[src/include/tsr_cfg.svh]
// register map, field positions, reset values and timing of the sensor serial block
`ifndef TSR_CFG_SVH
`define TSR_CFG_SVH
`define TSR_PTR_TEMP     3'h0
`define TSR_PTR_CFG      3'h1
`define TSR_PTR_HYST     3'h2
`define TSR_PTR_TRIP     3'h3
`define TSR_PTR_ONESHOT  3'h4
`define TSR_RST_TEMP     16'h0000
`define TSR_RST_CFG      8'h00
`define TSR_RST_HYST     16'h4b00
`define TSR_RST_TRIP     16'h5000
`define TSR_CFG_SHDN     0
`define TSR_CFG_MODE     1
`define TSR_CFG_POL      2
`define TSR_CFG_FQ_LO    3
`define TSR_CFG_FQ_HI    4
`define TSR_CFG_ONESHOT  5
`define TSR_CFG_WMASK    8'h3f
`define TSR_ADDR_FIXED   4'h9
`define TSR_UNMAPPED_RD  8'h00
`define TSR_CLK_NS       4
`define TSR_CONV_PER_NS  60000000
`define TSR_TIMEOUT_NS   22500000
`define TSR_CONV_PER_CYC (`TSR_CONV_PER_NS / `TSR_CLK_NS)
`define TSR_TIMEOUT_CYC  (`TSR_TIMEOUT_NS / `TSR_CLK_NS)
`define TSR_CONV_BUSY_CYC 16
`endif

[src/include/tsr_pkg.sv]
// types shared by the sensor serial block
package tsr_pkg;
	typedef logic [11:0] tsr_code_t;
	typedef logic [2:0]  tsr_ptr_t;
	typedef enum logic [2:0] {
		TSR_IDLE = 3'b000,
		TSR_ADDR = 3'b001,
		TSR_ACK  = 3'b010,
		TSR_WR   = 3'b011,
		TSR_RD   = 3'b100,
		TSR_RACK = 3'b101,
		TSR_WAIT = 3'b110
	} tsr_state_t;
endpackage

[src/rtl/tsr_sync.sv]
// three-flop pin synchroniser with agreement filter
`timescale 1ns/1ns
`default_nettype none
module tsr_sync #(
	parameter int W = 5
) (
	input  wire logic         clk,
	input  wire logic         reset,
	input  wire logic [W-1:0] pin_in,
	input  wire logic [W-1:0] rst_val,
	output var  logic [W-1:0] pin_out
);
	logic [W-1:0] ff1_r;
	logic [W-1:0] ff2_r;
	logic [W-1:0] ff3_r;
	genvar i;
	generate
		for (i = 0; i < W; i++) begin : g_bit
			always_ff @(posedge clk or posedge reset) begin
				if (reset) begin
					ff1_r[i] <= 1'b1;
					ff2_r[i] <= 1'b1;
					ff3_r[i] <= 1'b1;
					pin_out[i] <= 1'b1;
				end else begin
					ff1_r[i] <= pin_in[i];
					ff2_r[i] <= ff1_r[i];
					ff3_r[i] <= ff2_r[i];
					if (ff2_r[i] == ff3_r[i]) begin
						pin_out[i] <= ff3_r[i];
					end
				end
			end
		end
	endgenerate
endmodule
`default_nettype wire

[src/rtl/tsr_top.sv]
// serial slave and register bank of the temperature sensor
`include "tsr_cfg.svh"
`timescale 1ns/1ns
`default_nettype none
module tsr_top #(
	parameter int CONV_PER_CYC = `TSR_CONV_PER_CYC,
	parameter int TIMEOUT_CYC  = `TSR_TIMEOUT_CYC
) (
	input  wire logic               clk,
	input  wire logic               reset,
	input  wire logic               scl_in,
	input  wire logic               sda_in,
	output var  logic               sda_out,
	output var  logic               sda_oe,
	input  wire logic               addr_select_pin_2,
	input  wire logic               addr_select_pin_1,
	input  wire logic               addr_select_pin_0,
	input  wire tsr_pkg::tsr_code_t temp_code,
	output var  logic               over_temp_output,
	output var  logic               conv_busy
);
	import tsr_pkg::*;

	localparam int OS_MAX = 2 * `TSR_CONV_BUSY_CYC + 6;

	logic [4:0]  pins_s;
	logic        scl_s;
	logic        sda_s;
	logic [2:0]  asel_s;
	logic        scl_q;
	logic        sda_q;
	logic        scl_rise;
	logic        scl_fall;
	logic        start_ev;
	logic        stop_ev;
	tsr_state_t  state_r;
	logic [3:0]  bitcnt_r;
	logic [7:0]  shift_r;
	logic [7:0]  tx_r;
	logic        rsel_r;
	logic [1:0]  wcnt_r;
	logic        rw_r;
	logic        drv_r;
	logic        addr_match;
	logic        addr_done;
	logic        wr_done;
	logic        rd_ack;
	logic [7:0]  rd_byte;
	tsr_ptr_t    ptr_r;
	logic [7:0]  cfg_r;
	logic [15:0] hyst_r;
	logic [15:0] trip_r;
	logic [15:0] temp_r;
	logic [7:0]  stage_r;
	logic        os_wr;
	logic        os_pend_r;
	logic [23:0] to_cnt_r;
	logic        to_hit;
	logic [23:0] per_cnt_r;
	logic [7:0]  busy_cnt_r;
	logic        conv_start;
	logic        conv_done;
	logic [15:0] temp_new;
	logic        fault;
	logic        below_hyst;
	logic [2:0]  fcnt_r;
	logic [2:0]  fcnt_inc;
	logic [2:0]  fneed;
	logic        trip_now;
	logic        cmp_r;
	logic        int_r;
	logic        active;
	logic        cont_mode;

	// pins cross into clk through three flops and a filtered output flop
	tsr_sync #(.W(5)) u_sync (
		.clk     (clk),
		.reset   (reset),
		.pin_in  ({scl_in, sda_in, addr_select_pin_2, addr_select_pin_1, addr_select_pin_0}),
		.rst_val (5'h1f),
		.pin_out (pins_s)
	);
	assign scl_s  = pins_s[4];
	assign sda_s  = pins_s[3];
	assign asel_s = pins_s[2:0];

	always_ff @(posedge clk or posedge reset) begin
		if (reset) begin
			scl_q <= 1'b1;
			sda_q <= 1'b1;
		end else begin
			scl_q <= scl_s;
			sda_q <= sda_s;
		end
	end

	assign scl_rise = scl_s & ~scl_q;
	assign scl_fall = ~scl_s & scl_q;
	assign start_ev = scl_s & scl_q & sda_q & ~sda_s;
	assign stop_ev  = scl_s & scl_q & ~sda_q & sda_s;
	assign addr_match = (shift_r[7:1] == {`TSR_ADDR_FIXED, asel_s});
	assign addr_done  = (state_r == TSR_ADDR) && scl_fall && (bitcnt_r == 4'h8);
	assign wr_done    = (state_r == TSR_WR) && scl_fall && (bitcnt_r == 4'h8);
	assign rd_ack     = addr_done && addr_match && shift_r[0];

	// read byte mux: upper byte first, lower second
	always_comb begin
		rd_byte = `TSR_UNMAPPED_RD;
		unique case (ptr_r)
			`TSR_PTR_TEMP: rd_byte = rsel_r ? temp_r[7:0] : temp_r[15:8];
			`TSR_PTR_CFG:  rd_byte = cfg_r;
			`TSR_PTR_HYST: rd_byte = rsel_r ? hyst_r[7:0] : hyst_r[15:8];
			`TSR_PTR_TRIP: rd_byte = rsel_r ? trip_r[7:0] : trip_r[15:8];
			default:       rd_byte = `TSR_UNMAPPED_RD;
		endcase
	end

	// serial slave state machine
	always_ff @(posedge clk or posedge reset) begin
		if (reset) begin
			state_r  <= TSR_IDLE;
			bitcnt_r <= 4'h0;
			shift_r  <= 8'h00;
			tx_r     <= 8'h00;
			rsel_r   <= 1'b0;
			wcnt_r   <= 2'h0;
			rw_r     <= 1'b0;
			drv_r    <= 1'b0;
		end else if (to_hit) begin
			state_r <= TSR_IDLE;
			drv_r   <= 1'b0;
		end else if (start_ev) begin
			state_r  <= TSR_ADDR;
			bitcnt_r <= 4'h0;
			rsel_r   <= 1'b0;
			wcnt_r   <= 2'h0;
			drv_r    <= 1'b0;
		end else if (stop_ev) begin
			state_r <= TSR_IDLE;
			drv_r   <= 1'b0;
		end else begin
			unique case (state_r)
				TSR_IDLE: begin
					drv_r <= 1'b0;
				end
				TSR_ADDR: begin
					if (scl_rise) begin
						shift_r  <= {shift_r[6:0], sda_s};
						bitcnt_r <= bitcnt_r + 4'h1;
					end
					if (addr_done) begin
						if (addr_match) begin
							state_r <= TSR_ACK;
							drv_r   <= 1'b1;
							rw_r    <= shift_r[0];
						end else begin
							state_r <= TSR_WAIT;
						end
					end
				end
				TSR_ACK: begin
					if (scl_fall) begin
						bitcnt_r <= 4'h0;
						if (rw_r) begin
							state_r <= TSR_RD;
							tx_r    <= rd_byte;
							drv_r   <= ~rd_byte[7];
							rsel_r  <= ~rsel_r;
						end else begin
							state_r <= TSR_WR;
							drv_r   <= 1'b0;
						end
					end
				end
				TSR_WR: begin
					if (scl_rise) begin
						shift_r  <= {shift_r[6:0], sda_s};
						bitcnt_r <= bitcnt_r + 4'h1;
					end
					if (wr_done) begin
						state_r <= TSR_ACK;
						drv_r   <= 1'b1;
						if (wcnt_r != 2'h3) begin
							wcnt_r <= wcnt_r + 2'h1;
						end
					end
				end
				TSR_RD: begin
					if (scl_fall) begin
						bitcnt_r <= bitcnt_r + 4'h1;
						if (bitcnt_r == 4'h7) begin
							state_r <= TSR_RACK;
							drv_r   <= 1'b0;
						end else begin
							tx_r  <= {tx_r[6:0], 1'b0};
							drv_r <= ~tx_r[6];
						end
					end
				end
				TSR_RACK: begin
					if (scl_rise && sda_s) begin
						state_r <= TSR_WAIT;
					end else if (scl_fall) begin
						state_r  <= TSR_RD;
						bitcnt_r <= 4'h0;
						tx_r     <= rd_byte;
						drv_r    <= ~rd_byte[7];
						rsel_r   <= ~rsel_r;
					end
				end
				TSR_WAIT: begin
					drv_r <= 1'b0;
				end
				default: begin
					state_r <= TSR_IDLE;
					drv_r   <= 1'b0;
				end
			endcase
		end
	end

	assign sda_out = 1'b0;
	assign sda_oe  = drv_r;

	// register writes
	always_ff @(posedge clk or posedge reset) begin
		if (reset) begin
			ptr_r   <= `TSR_PTR_TEMP;
			cfg_r   <= `TSR_RST_CFG;
			hyst_r  <= `TSR_RST_HYST;
			trip_r  <= `TSR_RST_TRIP;
			stage_r <= 8'h00;
		end else if (wr_done) begin
			if (wcnt_r == 2'h0) begin
				ptr_r <= shift_r[2:0];
			end else if (wcnt_r == 2'h1) begin
				stage_r <= shift_r;
				if (ptr_r == `TSR_PTR_CFG) begin
					cfg_r <= shift_r & `TSR_CFG_WMASK;
				end
			end else if (wcnt_r == 2'h2) begin
				if (ptr_r == `TSR_PTR_HYST) begin
					hyst_r <= {stage_r, shift_r[7:4], 4'h0};
				end
				if (ptr_r == `TSR_PTR_TRIP) begin
					trip_r <= {stage_r, shift_r[7:4], 4'h0};
				end
			end
		end
	end

	assign os_wr = wr_done && (wcnt_r == 2'h1) && (ptr_r == `TSR_PTR_ONESHOT);

	// bus timeout, only while data is low
	always_ff @(posedge clk or posedge reset) begin
		if (reset) begin
			to_cnt_r <= 24'h0;
		end else if (sda_s || (state_r == TSR_IDLE) || to_hit) begin
			to_cnt_r <= 24'h0;
		end else begin
			to_cnt_r <= to_cnt_r + 24'h1;
		end
	end
	assign to_hit = (to_cnt_r == 24'(TIMEOUT_CYC - 1));

	// conversion scheduling
	assign cont_mode  = ~cfg_r[`TSR_CFG_SHDN] & ~cfg_r[`TSR_CFG_ONESHOT];
	assign conv_busy  = (busy_cnt_r != 8'h0);
	assign conv_start = ~conv_busy &&
		((cont_mode && (per_cnt_r == 24'h0)) || os_pend_r);
	assign conv_done  = (busy_cnt_r == 8'h1);

	always_ff @(posedge clk or posedge reset) begin
		if (reset) begin
			per_cnt_r <= 24'h0;
		end else if (!cont_mode) begin
			per_cnt_r <= 24'h0;
		end else if (per_cnt_r == 24'h0) begin
			if (!conv_busy) begin
				per_cnt_r <= 24'(CONV_PER_CYC - 1);
			end
		end else begin
			per_cnt_r <= per_cnt_r - 24'h1;
		end
	end

	always_ff @(posedge clk or posedge reset) begin
		if (reset) begin
			os_pend_r <= 1'b0;
		end else if (os_wr && (cfg_r[`TSR_CFG_ONESHOT] || cfg_r[`TSR_CFG_SHDN])) begin
			os_pend_r <= 1'b1;
		end else if (conv_start) begin
			os_pend_r <= 1'b0;
		end
	end

	always_ff @(posedge clk or posedge reset) begin
		if (reset) begin
			busy_cnt_r <= 8'h0;
		end else if (conv_start) begin
			busy_cnt_r <= 8'(`TSR_CONV_BUSY_CYC);
		end else if (conv_busy) begin
			busy_cnt_r <= busy_cnt_r - 8'h1;
		end
	end

	assign temp_new = {temp_code, 4'h0};

	always_ff @(posedge clk or posedge reset) begin
		if (reset) begin
			temp_r <= `TSR_RST_TEMP;
		end else if (conv_done) begin
			temp_r <= temp_new;
		end
	end

	// fault queue and over-temperature output
	assign fault      = ($signed(temp_new) >= $signed(trip_r));
	assign below_hyst = ($signed(temp_new) < $signed(hyst_r));
	assign fcnt_inc   = (fcnt_r == 3'h7) ? 3'h7 : fcnt_r + 3'h1;
	always_comb begin
		unique case (cfg_r[`TSR_CFG_FQ_HI:`TSR_CFG_FQ_LO])
			2'b00: fneed = 3'h1;
			2'b01: fneed = 3'h2;
			2'b10: fneed = 3'h4;
			2'b11: fneed = 3'h6;
		endcase
	end
	assign trip_now = conv_done && fault && (fcnt_inc >= fneed);

	always_ff @(posedge clk or posedge reset) begin
		if (reset) begin
			fcnt_r <= 3'h0;
		end else if (conv_done) begin
			fcnt_r <= fault ? fcnt_inc : 3'h0;
		end
	end

	always_ff @(posedge clk or posedge reset) begin
		if (reset) begin
			cmp_r <= 1'b0;
		end else if (trip_now) begin
			cmp_r <= 1'b1;
		end else if (conv_done && below_hyst) begin
			cmp_r <= 1'b0;
		end
	end

	always_ff @(posedge clk or posedge reset) begin
		if (reset) begin
			int_r <= 1'b0;
		end else if (trip_now) begin
			int_r <= 1'b1;
		end else if (rd_ack) begin
			int_r <= 1'b0;
		end
	end

	assign active = cfg_r[`TSR_CFG_MODE] ? int_r : cmp_r;

	always_ff @(posedge clk or posedge reset) begin
		if (reset) begin
			over_temp_output <= 1'b1;
		end else begin
			over_temp_output <= cfg_r[`TSR_CFG_POL] ? active : ~active;
		end
	end
endmodule
`default_nettype wire

[config.mk]
export PLATFORM = sky130hd
export DESIGN_NAME = tsr_top
export DESIGN_NICKNAME = d
export VERILOG_FILES = /design/src/include/tsr_pkg.sv /design/src/rtl/tsr_sync.sv /design/src/rtl/tsr_top.sv
export VERILOG_INCLUDE_DIRS = /design/src /design/src/include
export SDC_FILE = /design/constraint.sdc
export NUM_CORES = 1
export LEC_CHECK = 0
export ABC_AREA = 1
export ABC_CLOCK_PERIOD_IN_PS = 5800
export BUFFER_PORTS_ARGS = -buffer_cell sky130_fd_sc_hd__buf_4
export CORE_MARGIN = 4
export CORE_UTILIZATION = 40
export CTS_CLUSTER_SIZE = 20
export DETAILED_ROUTE_END_ITERATION = 16
export PLACE_DENSITY = 0.66
export REMOVE_ABC_BUFFERS = 1
export SYNTH_ARGS = -nofsm -noshare
export SYNTH_HDL_FRONTEND = slang
export SYNTH_HIERARCHICAL = 1
export SYNTH_SLANG_ARGS = --single-unit
[constraint.sdc]
create_clock -name clk -period 5.8 [get_ports clk]
set_input_delay 1.16 -clock clk [delete_from_list [all_inputs] [get_ports clk]]
set_output_delay 1.16 -clock clk [all_outputs]
set_load 0.005 [all_outputs]
* Word level (Yosys, flattened, before mapping)
Cells that the tools add are included.
Widths: inputs -> output; s select.
** Operators by class
- Add/sub/neg operators :: 6
- Multiply operators :: 0
- Divide/modulo/power cells :: 0
- Order comparisons :: 3
- Eq/ne operators :: 51
- Shifts and indexed selects :: 0
- Muxes and demuxes :: 73
- Bitwise logic cells :: 24
- Reduce and logical (&&, ||, !) cells :: 50
** Operators with widths (number)
- $mux 24 :: 4
- $mux 3 :: 14
- $mux 7 :: 6
- $mux 8 :: 5
- $ne 5x5->1 const B :: 8
- $pmux 8 s4 :: 1
- $mux 1 :: 26
- $add 24x1->24 const B :: 1
- $eq 24x23->1 const B :: 1
- $logic_not 24->1 :: 1
- $mux 4 :: 6
- $sub 24x1->24 const B :: 1
- $pmux 7 s3 :: 1
- $reduce_and 7->1 :: 3
- $reduce_and 5->1 :: 4
- $ne 3x3->1 const B :: 6
- $pmux 3 s6 :: 1
- $ge 16x16->1 :: 1
- $lt 16x16->1 :: 1
- $ne 2x2->1 const B :: 8
- $not 1->1 :: 16
- $pmux 4 s4 :: 1
- $eq 3x3->1 const B :: 5
- $logic_and 1x1->1 :: 15
- 35 further kinds :: 71
** Storage, ports and cells
- Register bits after elaboration :: 165
- Latch bits :: 0
- Memory bits (writable) :: 0
- Bits in read-only memories :: 0
- Output and inout port bits :: 4
- Logic and storage cells :: 251
- Memories :: 0

* Depth between registers and ports, before layout
Gate-level depths: netlist of run 1.
- Depth after elaboration :: 9
- Depth in mapped cells :: 12

* By module
Netlist of run 1, hierarchy kept.
** Modules (own cells, without submodules)
- tsr_top :: instances 1, cells each 1049, area an instance 8261.7 sq um, sequential area each 3639.7 sq um
- tsr_sync :: instances 1, cells each 41, area an instance 610.6 sq um, sequential area each 525.5 sq um

* Least setup slack after synthesis of run 1
No wires, ideal clock.
- Path kind :: in2reg
- From :: input port temp_code[11]
- To :: register cmp_r
- Data arrival time :: 2.197 ns
- Data required time :: 5.682 ns
- Slack :: 3.485 ns
- Cell stages on the path :: 8
- Path buffers :: 0
- Cell sequence :: ha_1 nand2_1 nor3_1 nand2_1 nand4_1 nand3_1 nand3_1 nand2_1
** Between the ends
- Longest elaborated chain between the ends :: 4
- Elaborated cells on any way between the ends :: 7
- Those cells by class :: order compare: 2; mux: 1; reduce/logical: 4
** RTL lines
- start, declared :: line tsr_top.sv:18 : input wire tsr_pkg::tsr_code_t temp_code,
- $ge 16x16->1 :: line tsr_top.sv:318 : assign fault = ($signed(temp_new) >= $signed(trip_r));
- $logic_and 1x1->1 (2 in series) :: line tsr_top.sv:329 : assign trip_now = conv_done && fault && (fcnt_inc >= fneed);
- $mux 1 / $reduce_bool 2->1 (equally long branches)
- end signal, assigned :: line tsr_top.sv:341 : cmp_r <= 1'b0;
- end signal, assigned :: line tsr_top.sv:343 : cmp_r <= 1'b1;
- end signal, assigned :: line tsr_top.sv:345 : cmp_r <= 1'b0;
- end, declared :: line tsr_top.sv:70 : logic cmp_r;
Parallel ways exist; a longest one is shown, timed or not.
A chain may end at the register's enable or synchronous reset.

* Worst setup path in the final report of run 1
- From :: register busy_cnt_r[0]
- To :: output port conv_busy
** Between the ends
- Longest elaborated chain between the ends :: 1
** RTL lines
- start, declared :: line tsr_top.sv:60 : logic [7:0] busy_cnt_r;
- start signal, assigned :: line tsr_top.sv:301 : busy_cnt_r <= 8'(`TSR_CONV_BUSY_CYC);
- start signal, assigned :: line tsr_top.sv:303 : busy_cnt_r <= busy_cnt_r - 8'h1;
- $reduce_bool 8->1 :: line tsr_top.sv:268 : assign conv_busy = (busy_cnt_r != 8'h0);
- end, declared :: line tsr_top.sv:20 : output var logic conv_busy
No other way between the ends.

==> results of run 1 <==
## cell usage in the layout, fill, tap and decap left out, types with 8 or more instances in the layout
master     instances
a21oi_1           43
a31oi_1           12
buf_4             22
clkbuf_16         22
dfrtp_1          136
dfstp_2           29
ha_1              38
inv_1            138
nand2_1          267
nand3_1           57
nand4_1           23
nor2_1           111
nor3_1            25
o21ai_0           73
o21ai_1            8
o21ai_2           23
xnor2_1           10
xor2_1            18
## worst max-delay path: cells and delay by family (launching register included)
family,cells,cell delay (ps)
buffers and inverters,3,430
flip-flops,1,390
AND/OR/NAND/NOR,2,370
adder cells (fa/ha/maj),1,230
## worst max-delay path by stage
stage                        startpoint          end  slack (ps)
after floorplan                   reset  bitcnt_r[0]         760
after global placement            reset       rsel_r        3150
after detailed placement  temp_code[11]        cmp_r        3120
after CTS                 busy_cnt_r[0]    conv_busy        2770
after global routing      busy_cnt_r[0]    conv_busy        2660
final                     busy_cnt_r[0]    conv_busy        2800
## flip-flops by register name, indices dropped and copies added (netlist names), 4 cells and up
signal and flops:
cfg_r 6, shift_r 8, to_cnt_r 24, stage_r 8, u_sync/ff3_r 5, trip_r 12, per_cnt_r 24, hyst_r 12
busy_cnt_r 8, tx_r 7, u_sync/ff1_r 5, u_sync/ff2_r 5, bitcnt_r 4, temp_r 12, u_sync/pin_out 5
## final cells by class
type,count,area [µm²],share of cell area
inverter,144,545.5,0.05527
clock inverter,6,46.29,0.004691
timing repair buffer,22,165.2,0.01673
tap,280,350.3,0.03550
clock buffer,26,575.6,0.05832
sequential,165,4165,0.4220
multi-input combinational,758,4021,0.4075
## where the power goes
group | switching [W] | leakage (nW) | internal, W | total (W)
clock network | 0.000475 | 0.307 | 0.000693 | 0.00117
registers | 0.0000733 | 2.09 | 0.00122 | 0.00129
logic | 0.000246 | 2.17 | 0.000124 | 0.000371
total | 0.000794 | 4.56 | 0.00203 | 0.00283
## stage by stage
step | std cells | setup slack (ps) | cell area, µm²
2_1_floorplan | 1067 | 760.3 | 8727
3_3_place_gp | 1369 | 3146 | 9248
3_5_place_dp | 1369 | 3121 | 9248
4_1_cts | 1401 | 2770 | 9869
5_1_grt | 1401 | 2659 | 9869
6_report | 1401 | 2797 | 9869
## routing by layer
metal / wire, µm / GRT usage / vias up
met2: 8734 / 0.2586 / 137
met5: 0 / 0 / -
met1: 9500 / 0.2366 / 3304
met4: 276 / 0.04504 / 0
li1: - / - / 3562
met3: 844 / 0.03492 / 20
==> flow_summary_export.csv, run 1 <==
group,metric,value,unit
outcome,status,"completed",
die,fp.dieW,156.9,µm
global_route,grt_util_all_layers,0.1662,
global_route,grt_pass1_vias,6772,
place,gp_congestion,0.8751,
die,dieHeight,156.9,µm
synth,postSynthCellCount,1089,
setup_path,path_max_fanout,5,
timing,hold_viol,0,
place,io_buffers,21,
layout,antennaDiodeCount,0,
clocking,cts_buffers,17,
timing,finalSetupViolations,0,
die,num_rows,54,
pwr,ir_drop,0.1725,mV
pwr,p_per_area,286.6,nW/µm²
setup_path,crit_required,4640,ps
setup_path,crit_top_cell,"inv_1",
global_route,grt_pass1_wl,33240,µm
die,start_util,0.4064,
setup_path,crit_slowest_cell,"dfrtp_1",
setup_path,critPathKind,"reg2out",
pwr,total_power,0.002829,W
setup_path,r2r-start,"to_cnt_r[0]",
timing,skew,10.15,ps
timing,whs,354.9,ps
route,drtIter0Drc,459,
clocking,clockBufferDepth,2,
timing,fin_crit_sh,0.5178,
clocking,cts_root_buffer,"clkbuf_16",
setup_path,critPathCaptureType,"primary output",
route,wl_per_cell,13.82,µm
die,io_pins,23,
global_route,overflow,0,
timing,period_minus_slack,3003,ps
clocking,postCtsHoldBufs,0,
synth,avgSynthCellArea,8.144,µm²
clocking,clkSlewWorstSetupHoldPaths,60,ps
timing,setup_tns,0,ps
die,fp.dieArea,24620,µm²
layout,nets,1165,
clocking,insertion_delay,430,ps
min_path,hold_start,"u_sync/ff1_r[1]",
setup_path,r2r-end,"to_cnt_r[2]",
flow_run,drv_cap,0,
setup_path,crit_chain,"inv_1 -> ha_1 -> nand2_1 -> nor2_1 -> inv_1 -> buf_4",
pwr,leakage,4.562,nW
route,vias,7023,
setup_path,crit_path_start_kind,"flip-flop",
timing,timing.fmax,333.0,MHz
route,totalWireLength,19360,µm
route,dr.pass1.iters,5,
timing,rsz0062_at_grt,"no",
global_route,antenna_found_initial,0,
min_path,hold_depth,0,
clocking,post_cts_resized,0,
clocking,clock_sinks,165,
route,drt-vias-per-instance,5.013,
route,drc,0,
global_route,grt_max_degree,101,
die,coreArea,21820,µm²
clocking,cts_tree,"yes",
setup_path,critPathArrivalTime,1840,ps
layout,syn2layout_area_growth,11.29,%
clocking,htreeDepth,4,
synth,yosysWarnings,6,
synth,syn_area,8869,µm²
place,dp_hpwl,13830,µm
route,drtAntennaViolNets,0,
setup_path,crit_path_max_incr_delay,390,ps
setup_path,reg2reg_slack,3150,ps
timing,tightestPinTransition,933.1,ps
timing,report.final.slew_viol_count,0,
setup_path,rr_worst_depth,8,
min_path,min_to,"u_sync/ff2_r[1]",
layout,drive_above_1_share,0.1178,
layout,post-route-util,0.4522,
clocking,post-cts-setup-buffer-count,0,
layout,fill_cells,2121,
min_path,hold_class,"reg2reg",
timing,timing.slew.headroom,0.3779,
Power figures use the tool's default switching activity.
==> run 2: changes to the inputs <==
- ABC_AREA: 1 -> 0
- ABC_CLOCK_PERIOD_IN_PS: 5800 -> 2500
- PLACE_DENSITY: 0.66 -> 0.68
- clock period: 5.8 -> 2.5 ns (I/O delays scaled with it)
==> run 2 against run 1 <==
Effect of this change: register-to-register slack worse by 3100 ps; first-iteration DRC count down 4.6%; synthesized cell count down 28%; setup slack lost 2700 ps; final cell count shrank 20%; synthesized area shrank 6.4%; non-clock buffer count is 36 higher; clock power is 120% higher; via count decreased by 17%; power grew to 2.5 times the previous value; largest power group unchanged.
==> flow_summary_export.csv, run 2 <==
group,metric,value,unit
layout,post-route-util,0.4745,
route,dr.pass1.iters,5,
die,dieHeight,152.0,µm
pwr,ir_drop,0.6376,mV
route,drt-vias-per-instance,5.202,
timing,tightestPinTransition,675.0,ps
setup_path,r2r-start,"per_cnt_r[16]",
pwr,leakage,4.301,nW
route,drtIter0Drc,438,
synth,avgSynthCellArea,10.53,µm²
synth,syn_area,8297,µm²
clocking,cts_root_buffer,"clkbuf_16",
flow_run,drv_cap,0,
route,wl_per_cell,15.02,µm
route,drtAntennaViolNets,0,
die,start_util,0.4087,
min_path,hold_class,"in2async",
timing,fin_ws,60.01,ps
timing,skew,13.93,ps
place,dp_hpwl,12140,µm
clocking,clockBufferDepth,2,
die,fp.dieArea,23110,µm²
timing,period_minus_slack,2440,ps
setup_path,path_max_fanout,6,
layout,nets,899,
pwr,total_power,0.007109,W
synth,yosysWarnings,6,
setup_path,critPathCaptureType,"flip-flop",
setup_path,critPathKind,"reg2reg",
layout,reg.largest.list,"per_cnt_r (24), to_cnt_r (24)",
die,io_pins,23,
route,totalWireLength,16900,µm
global_route,grt_pass1_wl,29040,µm
clocking,htreeDepth,4,
layout,antennaDiodeCount,0,
clocking,clock_sinks,165,
outcome,status,"completed",
setup_path,critPathArrivalTime,2780,ps
synth,postSynthCellCount,788,
setup_path,crit_path_start_kind,"flip-flop",
timing,report.final.slew_viol_count,0,
die,fp.dieW,152.0,µm
layout,layout_commonest_cell,"dfrtp_1",
route,drc,0,
place,gp_congestion,0.8805,
timing,fin_crit_sh,0.9760,
place,pre_cts_ws,-4.473,ps
layout,fin_area,9633,µm²
pwr,pwr-share-comb,0.177,
global_route,grt_max_degree,74,
timing,timing.fmax,409.8,MHz
die,num_rows,52,
place,io_buffers,21,
global_route,grt_util_all_layers,0.1509,
clocking,post-cts-setup-buffer-count,0,
setup_path,rr_worst_depth,6,
pwr,power_frac_clock,0.368,
timing,timing.slew.headroom,0.5495,
clocking,insertion_delay,430,ps
layout,drive_above_1_share,0.2316,
timing,finalSetupViolations,0,
pwr,p_sw,0.002095,W
place,postPlaceCellArea,8984,µm²
pwr,power_frac_seq,0.455,
clocking,clkSlewWorstSetupHoldPaths,60,ps
timing,rsz0062_at_grt,"yes",
layout,layout_common_cells,"136 x dfrtp_1, 90 x nand2_1, 75 x nor2_1, 53 x buf_4, 46 x mux2_2",
pwr,intPower,0.005014,W
pwr,p_per_area,738.0,nW/µm²
clocking,cts_tree,"yes",
setup_path,r2r-end,"per_cnt_r[5]",
global_route,antenna_found_initial,0,
timing,hold_viol,0,
global_route,overflow,0,
route,vias,5852,
setup_path,reg2reg_slack,60,ps
setup_path,crit_required,2840,ps
timing,whs,21.71,ps
global_route,grt_pass1_vias,5861,
layout,syn2layout_area_growth,16.11,%
pwr,switching_share,0.2947,
clocking,cts_buffers,17,
die,coreArea,20300,µm²
==> run 2: changes by cell type in the layout (fill, tap and decap cells not counted), moves of 12 or more <==
cell and delta:
inv_1 -94, nand2_1 -177, o21ai_2 -23, mux2i_1 +12
a21oi_1 -12, nor2_1 -36, mux2_2 +46, buf_4 +31
xnor2_1 +12, o21ai_0 -42, nand3_1 -38
==> run 2: layout make-up <==
type	instances	area (µm²)
Inverter	46	177.7
Sequential cell	165	4165
Timing Repair Buffer	58	466.7
Clock buffer	20	479.2
Fill cell	1875	10670
Tap cell	270	337.8
Multi-Input combinational cell	554	3894
Clock inverter	12	112.6
==> run 2: power by group through the flow <==
stage	logic, W	registers (W)	clock network, W
CTS	0.00126	0.00323	0.00267
floorplan	0.000828	0.00322	0
global placement	0.00124	0.00327	0
global route	0.00142	0.00327	0.00280
finish	0.00126	0.00323	0.00262
detailed placement	0.00126	0.00327	0
==> run 2: routing by layer <==
| metal | wire [µm] | vias up | track usage |
|---|---|---|---|
| met3 | 519 | 20 | 0.03356 |
| met4 | 243 | 0 | 0.04067 |
| li1 | - | 2873 | - |
| met5 | 0 | - | 0 |
| met2 | 7943 | 91 | 0.2396 |
| met1 | 8190 | 2868 | 0.2104 |
==> run 2: what timing repair did <==
| item | 4_1_cts | 5_1_grt |
|---|---|---|
| hold buffers | 0 | 0 |
| setup endpoints to repair | 5 | 52 |
| gates resized for setup | 1 | 12 |
==> run 2: stage by stage <==
step                instances  setup TNS (ps)
CTS                      1125               0
finish                   1125               0
detailed placement       1093          -4.473
floorplan                 765         -265150
global route             1125          -179.3
global placement         1093               0
==> run 2: worst max-delay path, stage by stage, from the launching register on <==
cell	delay [ps]
dfrtp_1	370
or4_4	530
or4_4	470
or4_4	570
buf_6	150
buf_4	150
a21oi_1	130
==> run 2: how the worst max path moves through the flow <==
stage,from,endpoint,slack [ps]
finish,per_cnt_r[16],per_cnt_r[5],60
global route,bitcnt_r[0],cfg_r[2],-30
CTS,per_cnt_r[16],per_cnt_r[4],10
detailed placement,per_cnt_r[16],per_cnt_r[4],-4
global placement,per_cnt_r[16],per_cnt_r[3],40
floorplan,reset,bitcnt_r[0],-1880
